$ cat src/hdl/lmb_cfg.svh
`ifndef LMB_CFG_SVH
`define LMB_CFG_SVH

// message store geometry
`define LMB_DEPTH 96
`define LMB_PTR_W 7

// register byte addresses on the apb bus
`define LMB_OFS_PORT 12'h700
`define LMB_OFS_CTRL 12'h704
`define LMB_OFS_STAT 12'h708
`define LMB_OFS_ISTAT 12'h70C
`define LMB_OFS_IMASK 12'h710

// control register fields, write-one pulses
`define LMB_CTRL_RESTART 0
`define LMB_CTRL_SEND 1

// status register fields
`define LMB_STAT_TXFREE 0
`define LMB_STAT_RXPTR 1
`define LMB_STAT_PTR_LSB 8
`define LMB_STAT_LEN_LSB 16

// interrupt status and mask fields
`define LMB_IRQ_TXDONE 0
`define LMB_IRQ_RX_END_OF_TRANSFER_IRQ 1
`define LMB_IRQ_OVF 2
`define LMB_IRQ_W 3

// reset values
`define LMB_RST_PORT 8'h00
`define LMB_RST_IMASK 3'h0

`endif

$ cat src/hdl/lmb_pkg.sv
package lmb_pkg;

    // buffer ownership states
    typedef enum logic [1:0] {
        LMB_IDLE = 2'b00,
        LMB_TX_SEND = 2'b01,
        LMB_RX_FILL = 2'b10
    } lmb_state_t;

    // register decode result
    typedef enum logic [2:0] {
        LMB_SEL_NONE = 3'b000,
        LMB_SEL_PORT = 3'b001,
        LMB_SEL_CTRL = 3'b010,
        LMB_SEL_STAT = 3'b011,
        LMB_SEL_ISTAT = 3'b100,
        LMB_SEL_IMASK = 3'b101
    } lmb_sel_t;

    // one message byte on the frame side
    typedef struct packed {
        logic [7:0] data;
        logic last;
    } lmb_byte_t;

endpackage : lmb_pkg

$ cat src/hdl/lmb_store.sv
`timescale 1ns/1ns
`default_nettype none
`include "lmb_cfg.svh"

module lmb_store
    import lmb_pkg::*;
(
    input wire logic clk,
    input wire logic rst,
    input wire logic we,
    input wire logic [`LMB_PTR_W-1:0] waddr,
    input wire logic [7:0] wdata,
    input wire logic [`LMB_PTR_W-1:0] raddr_a,
    output logic [7:0] rdata_a,
    input wire logic [`LMB_PTR_W-1:0] raddr_b,
    output logic [7:0] rdata_b
);

    logic [7:0] mem_ff [`LMB_DEPTH];
    logic [7:0] nxt_mem [`LMB_DEPTH];

    ////////////////////////////////////////////////////////////////////////
    // one byte cell per entry, written when addressed
    genvar gi;
    generate
        for (gi = 0; gi < `LMB_DEPTH; gi++) begin : g_cell
            always_comb begin
                nxt_mem[gi] = mem_ff[gi];
                if (we && (waddr == `LMB_PTR_W'(gi))) begin
                    nxt_mem[gi] = wdata;
                end
            end
            always_ff @(posedge clk or posedge rst) begin
                if (rst) begin
                    mem_ff[gi] <= `LMB_RST_PORT;
                end else begin
                    mem_ff[gi] <= nxt_mem[gi];
                end
            end
        end
    endgenerate

    ////////////////////////////////////////////////////////////////////////
    // two read ports, out of range reads give zero
    assign rdata_a = (raddr_a < `LMB_PTR_W'(`LMB_DEPTH)) ? mem_ff[raddr_a] : 8'h00;
    assign rdata_b = (raddr_b < `LMB_PTR_W'(`LMB_DEPTH)) ? mem_ff[raddr_b] : 8'h00;

endmodule : lmb_store

`default_nettype wire

$ cat src/hdl/lmb_msg_buffer.sv
// The APB slave port was left to the implementer.
`timescale 1ns/1ns
`default_nettype none
`include "lmb_cfg.svh"

module lmb_msg_buffer
    import lmb_pkg::*;
(
    input wire logic clk,
    input wire logic rst,
    input wire logic psel,
    input wire logic penable,
    input wire logic pwrite,
    input wire logic [11:0] paddr,
    input wire logic [31:0] pwdata,
    output logic [31:0] prdata,
    output logic pready,
    output logic pslverr,
    output logic [7:0] tx_data,
    output logic tx_last,
    output logic tx_valid,
    input wire logic tx_ready,
    input wire lmb_byte_t rx_in,
    input wire logic rx_valid,
    output logic rx_ready,
    output logic tx_buffer_free_flag,
    output logic rx_buffer_pointer_flag,
    output logic rx_end_of_transfer_irq,
    output logic irq
);

    localparam logic [`LMB_PTR_W-1:0] DEPTH = `LMB_PTR_W'(`LMB_DEPTH);

    lmb_state_t state_ff, nxt_state;
    logic [`LMB_PTR_W-1:0] ptr_ff, nxt_ptr;
    logic [`LMB_PTR_W-1:0] len_ff, nxt_len;
    logic [`LMB_PTR_W-1:0] tx_idx_ff, nxt_tx_idx;
    logic holds_tx_ff, nxt_holds_tx;
    logic pending_ff, nxt_pending;
    logic [`LMB_IRQ_W-1:0] istat_ff, nxt_istat;
    logic [`LMB_IRQ_W-1:0] imask_ff, nxt_imask;
    logic mem_we;
    logic [`LMB_PTR_W-1:0] mem_waddr;
    logic [7:0] mem_wdata;
    logic [7:0] port_byte;
    logic [7:0] tx_byte;
    logic ev_txdone, ev_rx_end_of_transfer_irq, ev_ovf;
    logic acc, wr, rd, port_wr, port_rd, ctl_wr;
    lmb_sel_t sel;

    ////////////////////////////////////////////////////////////////////////
    // address decode, shared by the write and read paths
    function automatic lmb_sel_t decode(input logic [11:0] a);
        case (a)
            `LMB_OFS_PORT: decode = LMB_SEL_PORT;
            `LMB_OFS_CTRL: decode = LMB_SEL_CTRL;
            `LMB_OFS_STAT: decode = LMB_SEL_STAT;
            `LMB_OFS_ISTAT: decode = LMB_SEL_ISTAT;
            `LMB_OFS_IMASK: decode = LMB_SEL_IMASK;
            default: decode = LMB_SEL_NONE;
        endcase
    endfunction : decode

    // access phase strobes, zero wait states
    assign sel = decode(paddr);
    assign acc = psel && penable;
    assign wr = acc && pwrite;
    assign rd = acc && !pwrite;
    assign port_wr = wr && (sel == LMB_SEL_PORT);
    assign port_rd = rd && (sel == LMB_SEL_PORT);
    assign ctl_wr = wr && (sel == LMB_SEL_CTRL);
    assign pready = 1'b1;
    assign pslverr = acc && (sel == LMB_SEL_NONE);

    ////////////////////////////////////////////////////////////////////////
    // byte store
    lmb_store u_store (
        .clk(clk),
        .rst(rst),
        .we(mem_we),
        .waddr(mem_waddr),
        .wdata(mem_wdata),
        .raddr_a(ptr_ff),
        .rdata_a(port_byte),
        .raddr_b(tx_idx_ff),
        .rdata_b(tx_byte)
    );

    ////////////////////////////////////////////////////////////////////////
    // frame side handshakes and flags
    assign tx_valid = (state_ff == LMB_TX_SEND);
    assign tx_data = tx_byte;
    assign tx_last = tx_valid && (tx_idx_ff == len_ff - `LMB_PTR_W'(1));
    assign rx_ready = (state_ff == LMB_RX_FILL) || ((state_ff == LMB_IDLE) && !pending_ff && !holds_tx_ff);
    assign tx_buffer_free_flag = (state_ff == LMB_IDLE) && !pending_ff;
    assign rx_buffer_pointer_flag = pending_ff;
    assign rx_end_of_transfer_irq = istat_ff[`LMB_IRQ_RX_END_OF_TRANSFER_IRQ];
    assign irq = |(istat_ff & imask_ff);

    ////////////////////////////////////////////////////////////////////////
    // buffer ownership, pointer and length
    always_comb begin
        nxt_state = state_ff;
        nxt_ptr = ptr_ff;
        nxt_len = len_ff;
        nxt_tx_idx = tx_idx_ff;
        nxt_holds_tx = holds_tx_ff;
        nxt_pending = pending_ff;
        mem_we = 1'b0;
        mem_waddr = ptr_ff;
        mem_wdata = rx_in.data;
        ev_txdone = 1'b0;
        ev_rx_end_of_transfer_irq = 1'b0;
        ev_ovf = 1'b0;
        case (state_ff)
            LMB_IDLE: begin
                if (rx_valid && rx_ready) begin
                    // first received byte lands at entry zero
                    mem_we = 1'b1;
                    mem_waddr = '0;
                    nxt_len = `LMB_PTR_W'(1);
                    nxt_ptr = `LMB_PTR_W'(1);
                    if (rx_in.last) begin
                        nxt_ptr = '0;
                        nxt_pending = 1'b1;
                        ev_rx_end_of_transfer_irq = 1'b1;
                    end else begin
                        nxt_state = LMB_RX_FILL;
                    end
                end else if (ctl_wr && pwdata[`LMB_CTRL_SEND] && holds_tx_ff && (len_ff != '0)) begin
                    // hand the written message to the transmitter
                    nxt_state = LMB_TX_SEND;
                    nxt_tx_idx = '0;
                    nxt_ptr = '0;
                end else if (ctl_wr && pwdata[`LMB_CTRL_RESTART]) begin
                    nxt_ptr = '0;
                end else if (port_wr && !pending_ff) begin
                    if (ptr_ff < DEPTH) begin
                        mem_we = 1'b1;
                        mem_wdata = pwdata[7:0];
                        nxt_ptr = ptr_ff + `LMB_PTR_W'(1);
                        nxt_len = ptr_ff + `LMB_PTR_W'(1);
                        nxt_holds_tx = 1'b1;
                    end else begin
                        ev_ovf = 1'b1;
                    end
                end else if (port_rd && pending_ff && !holds_tx_ff && (ptr_ff < len_ff)) begin
                    nxt_ptr = ptr_ff + `LMB_PTR_W'(1);
                    if (ptr_ff + `LMB_PTR_W'(1) == len_ff) begin
                        nxt_pending = 1'b0;
                    end
                end
            end
            LMB_TX_SEND: begin
                if (tx_ready) begin
                    if (tx_last) begin
                        nxt_state = LMB_IDLE;
                        nxt_holds_tx = 1'b0;
                        nxt_len = '0;
                        ev_txdone = 1'b1;
                    end else begin
                        nxt_tx_idx = tx_idx_ff + `LMB_PTR_W'(1);
                    end
                end
            end
            LMB_RX_FILL: begin
                if (rx_valid) begin
                    if (ptr_ff < DEPTH) begin
                        mem_we = 1'b1;
                        nxt_ptr = ptr_ff + `LMB_PTR_W'(1);
                        nxt_len = len_ff + `LMB_PTR_W'(1);
                    end else begin
                        ev_ovf = 1'b1;
                    end
                    if (rx_in.last) begin
                        nxt_state = LMB_IDLE;
                        nxt_ptr = '0;
                        nxt_pending = 1'b1;
                        ev_rx_end_of_transfer_irq = 1'b1;
                    end
                end
            end
            default: begin
                nxt_state = LMB_IDLE;
            end
        endcase
    end

    // ownership registers
    always_ff @(posedge clk or posedge rst) begin
        if (rst) begin
            state_ff <= LMB_IDLE;
            ptr_ff <= '0;
            len_ff <= '0;
            tx_idx_ff <= '0;
            holds_tx_ff <= 1'b0;
            pending_ff <= 1'b0;
        end else begin
            state_ff <= nxt_state;
            ptr_ff <= nxt_ptr;
            len_ff <= nxt_len;
            tx_idx_ff <= nxt_tx_idx;
            holds_tx_ff <= nxt_holds_tx;
            pending_ff <= nxt_pending;
        end
    end

    ////////////////////////////////////////////////////////////////////////
    // interrupt status, write one to clear, new events win
    always_comb begin
        nxt_istat = istat_ff;
        nxt_imask = imask_ff;
        if (wr && (sel == LMB_SEL_ISTAT)) begin
            nxt_istat = istat_ff & ~pwdata[`LMB_IRQ_W-1:0];
        end
        if (wr && (sel == LMB_SEL_IMASK)) begin
            nxt_imask = pwdata[`LMB_IRQ_W-1:0];
        end
        nxt_istat[`LMB_IRQ_TXDONE] = nxt_istat[`LMB_IRQ_TXDONE] | ev_txdone;
        nxt_istat[`LMB_IRQ_RX_END_OF_TRANSFER_IRQ] = nxt_istat[`LMB_IRQ_RX_END_OF_TRANSFER_IRQ] | ev_rx_end_of_transfer_irq;
        nxt_istat[`LMB_IRQ_OVF] = nxt_istat[`LMB_IRQ_OVF] | ev_ovf;
    end

    // interrupt registers
    always_ff @(posedge clk or posedge rst) begin
        if (rst) begin
            istat_ff <= '0;
            imask_ff <= `LMB_RST_IMASK;
        end else begin
            istat_ff <= nxt_istat;
            imask_ff <= nxt_imask;
        end
    end

    ////////////////////////////////////////////////////////////////////////
    // read data mux, sent message bytes never come back
    always_comb begin
        prdata = 32'h0000_0000;
        case (sel)
            LMB_SEL_PORT: begin
                if ((state_ff == LMB_IDLE) && !holds_tx_ff && (ptr_ff < len_ff)) begin
                    prdata[7:0] = port_byte;
                end
            end
            LMB_SEL_STAT: begin
                prdata[`LMB_STAT_TXFREE] = tx_buffer_free_flag;
                prdata[`LMB_STAT_RXPTR] = rx_buffer_pointer_flag;
                prdata[`LMB_STAT_PTR_LSB +: `LMB_PTR_W] = ptr_ff;
                prdata[`LMB_STAT_LEN_LSB +: `LMB_PTR_W] = len_ff;
            end
            LMB_SEL_ISTAT: begin
                prdata[`LMB_IRQ_W-1:0] = istat_ff;
            end
            LMB_SEL_IMASK: begin
                prdata[`LMB_IRQ_W-1:0] = imask_ff;
            end
            default: begin
                prdata = 32'h0000_0000;
            end
        endcase
    end
endmodule : lmb_msg_buffer

`default_nettype wire

$ cat config.mk
export PLATFORM = sky130hd
export DESIGN_NAME = lmb_msg_buffer
export DESIGN_NICKNAME = d
export VERILOG_FILES = /design/src/hdl/lmb_pkg.sv /design/src/hdl/lmb_store.sv /design/src/hdl/lmb_msg_buffer.sv
export VERILOG_INCLUDE_DIRS = /design/src /design/src/hdl
export SDC_FILE = /design/constraint.sdc
export NUM_CORES = 2
export LEC_CHECK = 0
export ABC_AREA = 0
export BUFFER_PORTS_ARGS = -buffer_cell sky130_fd_sc_hd__buf_4
export CORE_UTILIZATION = 33
export DETAILED_ROUTE_END_ITERATION = 8
export PLACE_DENSITY = 0.56
export SKIP_CTS_REPAIR_TIMING = 1
export SLEW_MARGIN = 10
export SYNTH_ARGS = -nofsm -noshare
export SYNTH_HDL_FRONTEND = slang
export SYNTH_HIERARCHICAL = 1
export SYNTH_SLANG_ARGS = --single-unit
$ cat constraint.sdc
create_clock -name clk -period 47.2 [get_ports clk]
set_clock_uncertainty 0.05 [all_clocks]
set_input_delay 7.08 -clock clk [delete_from_list [all_inputs] [get_ports clk]]
set_output_delay 7.08 -clock clk [all_outputs]
set_load 0.005 [all_outputs]
* Word-level counts from Yosys, hierarchy flattened
Index checks and enable logic that the tools add are counted.
** Storage, ports and cells
- Bits in latches :: 0
- Bits in read-only memories :: 0
- Register bits after elaboration :: 799
- Memory bits (writable) :: 0
- Memories :: 0
** Cells by class
- Bitwise gates (word level) :: 8
- Muxes and demuxes :: 95
- $mul :: 0
- Eq/ne operators :: 131
- Reduce and logical (&&, ||, !) cells :: 137
- $lt $le $gt $ge :: 5
- Div/mod/pow operators :: 0
- Shift-type cells :: 0
- Add/subtract/negate cells :: 4
** Operators by type and width (number)
- $eq 7x6->1 const B :: 32
- $eq 7x7->1 const B :: 32
- $mux 7 :: 25
- $logic_and 1x1->1 :: 119
- $bmux 8 s7 :: 2
- $eq 7x5->1 const B :: 16
- $mux 8 :: 13
- $eq 12x11->1 const B :: 5
- $eq 7x4->1 const B :: 8
- $mux 1 :: 34
- $eq 7x3->1 const B :: 4
- $pmux 7 s2 :: 2
- $ne 3x3->1 const B :: 9
- $add 7x1->7 const B :: 3
- $pmux 7 s3 :: 1
- $ne 2x2->1 const B :: 10
- $ge 8x8->1 const B :: 2
- $not 7->8 :: 2
- $pmux 3 s5 :: 1
- $eq 7x2->1 const B :: 2
- $eq 7x7->1 :: 2
- $lt 7x7->1 const B :: 2
- $mux 2 :: 7
- $pmux 1 s2 :: 5
- 33 further kinds :: 42

* Longest topological paths before layout
- Depth after elaboration :: 13
- Gate-level depth with buffers :: 15

* Cells and area by module
Netlist, hierarchy kept.
** Modules (own cells, without submodules)
- lmb_store :: cells an instance 2721, times used 1, area an instance 41205.8 sq um
- lmb_msg_buffer :: cells an instance 386, times used 1, area an instance 3311.9 sq um

* Worst setup path after synthesis
Ideal clock, no wire load.
- Path type :: input port to output port
- Start :: input port paddr[6]
- End :: output port prdata[10]
- Stages on the path :: 5
- Data required time :: 40.070 ns
- Path buffers :: 1
- Arrival time :: 8.458 ns
- Setup slack :: 31.612 ns
- Path through :: and4bb_1 nand3_1 nor4b_1 clkbuf_1 and2_1
** Between the ends
- Cells in the longest elaborated chain, start to end :: 4
- Elaborated cells on any way between the ends :: 8
- Classes of those cells :: eq/ne: 6; mux: 2
** RTL lines
- start: declaration :: RTL line lmb_msg_buffer.sv:14 : input wire logic [11:0] paddr,
- $eq 12x11->1 :: RTL line lmb_msg_buffer.sv:54 : case (a)
- $pmux 3 s5 (*) :: RTL line lmb_msg_buffer.sv:54
- $eq 3x2->1 (*) :: RTL line lmb_msg_buffer.sv:239 : case (sel)
- $mux 7 (*) :: RTL line lmb_msg_buffer.sv:239
- end: declaration :: RTL line lmb_msg_buffer.sv:16 : output logic [31:0] prdata,
Every way passes the cells marked *; elsewhere a longest branch is shown, timed or not.

* Worst setup path in the final report
- Start :: input port paddr[6]
- End :: output port prdata[3]
** Between the ends
- Cells in the longest elaborated chain, start to end :: 4
- Elaborated cells on any way between the ends :: 8
- Classes of those cells :: eq/ne: 6; mux: 2
** RTL lines (RTL line)
- $eq 12x11->1 :: lmb_msg_buffer.sv:54
- $pmux 3 s5 (*) :: lmb_msg_buffer.sv:54
- $eq 3x1->1 (*) :: lmb_msg_buffer.sv:239
- $mux 5 (*) :: lmb_msg_buffer.sv:239
Marks and branches as above.

==> impl_metrics.py <==
metrics = {
    "run_status": {
        "outcome": "complete, but fails checks",
        "failed_checks": "design-rule violations",
    },
    "power_and_ir_drop": {
        "seqPwrFrac_pct": 38.7,
        "p_comb_share_pct": 27.9,
        "p_sw_share_pct": 32.34,
        "clkPwrFrac_pct": 33.5,
        "p_leak_nw": 21.60,
        "max-vdd-ir-drop_uv": 26.37,
        "powerDensity_nw_per_um2": 45.95,
        "p_int_mw": 1.547,
        "switchingPower_uw": 739.4,
    },
    "synth": {
        "synth_edf_count": 0,
        "ys_seq_area_share_pct": 44.91,
        "yosysUniqueCellTypes": 86,
        "ys_warn_count": 6,
        "synthArstFlopShare_pct": 100.0,
        "syn-cell-area_sq_um": 44520,
        "netlist_instances": 3107,
        "syn_avg_cell_area_sq_um": 14.33,
        "synth_ff_type": "dfrtp_1",
        "synth-seq-cells": 799,
    },
    "cts": {
        "clockRootBuffer": "clkbuf_16",
        "clk_latency_ps": 670,
        "tritoncts": "yes",
        "h-tree-depth": 3,
        "cts_buffer_depth": 3,
        "cts.sinks": 799,
        "path_clk_slew_ps": 60,
        "tritoncts.num_buffers": 91,
    },
    "timing": {
        "drv_slew": 0,
        "final.setup.tns_ps": 0,
        "min_period_over_period_pct": 35.03,
        "grt_setup_unrepaired": "false",
        "fmax_mhz": 60.49,
        "worst_slew_pin_slew_ps": 1229,
        "period_needed_ps": 16530,
        "relSlewSlack_pct": 17.75,
        "setup_violations": 0,
        "hold_viol_final": 0,
    },
    "min_path": {
        "worstHoldEndpoint": "u_store/mem_ff[237]$_DFFE_PP0P_",
        "hold_path.class": "flop to flop",
        "hold_path_depth": 1,
        "holdCritStartpoint": "u_store/mem_ff[237]$_DFFE_PP0P_",
    },
    "floorplanning": {
        "die_h_microns": 369.3,
        "core-area_sq_um": 133600,
        "boundaryPins": 109,
        "initial_core_util_pct": 33.32,
        "die_area_sq_um": 136400,
        "rows": 134,
        "die_w_microns": 369.3,
    },
    "flow_run": {
        "maxCapViolCount": 0,
    },
    "global_routing": {
        "grt_max_degree": 181,
        "grtUsageTotal_pct": 19.98,
        "antenna_found_initial": 2,
        "grt_overflow": 0,
        "grt_pass1_vias": 29030,
        "grt_pass1_wl_microns": 203100,
    },
    "worst_setup_path": {
        "r2r_setup_slack_ps": 41740,
        "r2r-end": "u_store/mem_ff[337]$_DFFE_PP0P_",
        "cp_cell_sequence": "buf_4 > and4bb_1 > and3_1 > nand3_1 > nor3_1 > buf_4 > and2_1 > buf_4",
        "r2r_start": "ptr_ff[2]$_DFFE_PP0P_",
        "reg2reg_depth": 7,
        "path_max_fanout": 7,
        "worst_setup_path_start_kind": "input pin",
        "slowest_stage": "nor3_1",
        "worstSetupEndpointType": "output port",
        "worstPathArrival_ps": 9400,
        "crit_path_max_incr_delay_ps": 560,
        "cp_common_cell": "buf_4",
        "critPathRequiredTime_ps": 40070,
        "worstSetupPathType": "input pin to output port",
    },
    "placed_design": {
        "dp_hpwl_microns": 88270,
        "place_area_sq_um": 46490,
        "port_buffers": 73,
        "gp_congestion": 0.8911,
    },
    "final_layout": {
        "n_antenna_cell": 0,
        "area_growth_pct": 11.76,
        "final_cell_mix": "dfrtp_1 (789), mux2_2 (762), mux4_2 (386)",
        "final_common_cell": "dfrtp_1",
        "final_area_sq_um": 49750,
        "fill_cells": 12660,
        "drive_gt1_share_pct": 48.69,
        "nNetsFinal": 3136,
    },
    "drt": {
        "drcViolationCount": 19,
        "wl_per_cell_microns": 27.73,
        "drtIter0Drc": 2522,
        "final_antenna_net_count": 0,
        "drtPass1Iterations": 7,
        "via_per_inst": 5.803,
        "wl_microns": 136000,
        "vias": 28460,
    },
}
==> area by class of cell <==
class / count / area, sq um / area share [%]
inverters: 24 / 97.59 / 0.1962
multi-input cells: 2028 / 23260 / 46.75
clock buffers: 129 / 2743 / 5.512
well taps: 1768 / 2212 / 4.446
repair buffers: 116 / 895.9 / 1.801
flip-flops and latches: 799 / 20030 / 40.25
clock inverters: 40 / 518.0 / 1.041
==> cells by family after synthesis <==
kind of cell,after synthesis,share of synthesized area (%)
fa+ha+maj,16,0.4497
other cells,2,0.01687
xor+xnor,18,0.3710
flops,799,44.91
buf+inv,289,2.999
simple gates,456,5.604
compound gates,262,4.165
mux,1265,41.48
==> power groups by stage <==
stage	combinational [mW]	clock (mW)	sequential, mW
CTS	0.636	0.783	0.883
floorplan	0.491	0	0.842
global placement	0.629	0	0.892
global route	0.679	0.809	0.899
detailed placement	0.635	0	0.895
finish	0.637	0.765	0.884
==> worst max-delay path: cells and delay by family <==
kind / cells / cell delay, ps
buffers and inverters: 3 / 580
AND/OR/NAND/NOR: 5 / 1720
==> stage by stage <==
stage	std cells	util [%]	power [mW]	worst slack, ps	hold slack, ps
detailed placement	4735	34.79	1.530	30830	451.6
floorplan	3116	-	1.334	18510	415.8
CTS	4904	37.23	2.302	30800	463.9
finish	4904	37.23	2.286	30670	466.9
global route	4904	37.23	2.387	30560	479.1
global placement	4735	34.79	1.521	30850	446.2
==> per-layer routing <==
metal	up-vias	GRT usage (%)	part of all wire, %
li1	11910	-	-
met1	15420	28.57	45
met2	902	30.66	46
met3	219	4.083	6.6
met4	4	5.434	2.8
met5	-	0	0.020
==> cells in the mapped netlist, types with 17 or more instances <==
cell      number  area [sq um]
dfrtp_1      799         19990
mux2_2       770          8671
mux4_2       386          8693
clkbuf_1     138         518.0
nand2_1      105         394.1
mux2i_1      100          1001
nor2_1        88         330.3
buf_2         80         400.4
nand3_1       67         335.3
o22ai_1       63         394.1
o21ai_0       48         240.2
and2_1        36         225.2
nor2_2        35         219.0
a21oi_1       33         165.2
buf_4         32         240.2
inv_1         24         90.09
a211oi_1      21         157.7
nor2b_1       17         106.4
==> state kept, by name, summed over array words and instances, names as in the netlist <==
name,count
imask_ff,3
rx_buffer_pointer_flag,1
holds_tx_ff,1
state_ff,2
tx_idx_ff,7
istat_ff,3
ptr_ff,7
len_ff,7
u_store/mem_ff,768
==> worst max path at each step <==
stage / start / to / depth (start not counted)
finish: paddr[6] / prdata[3] / 8
global route: paddr[1] / prdata[3] / 8
floorplan: rst / u_store/mem_ff[0]$_DFFE_PP0P_ / 1
CTS: paddr[6] / prdata[4] / 8
global placement: paddr[6] / prdata[3] / 8
detailed placement: paddr[6] / prdata[4] / 8
No activity file was read; power rests on OpenSTA's default activity.
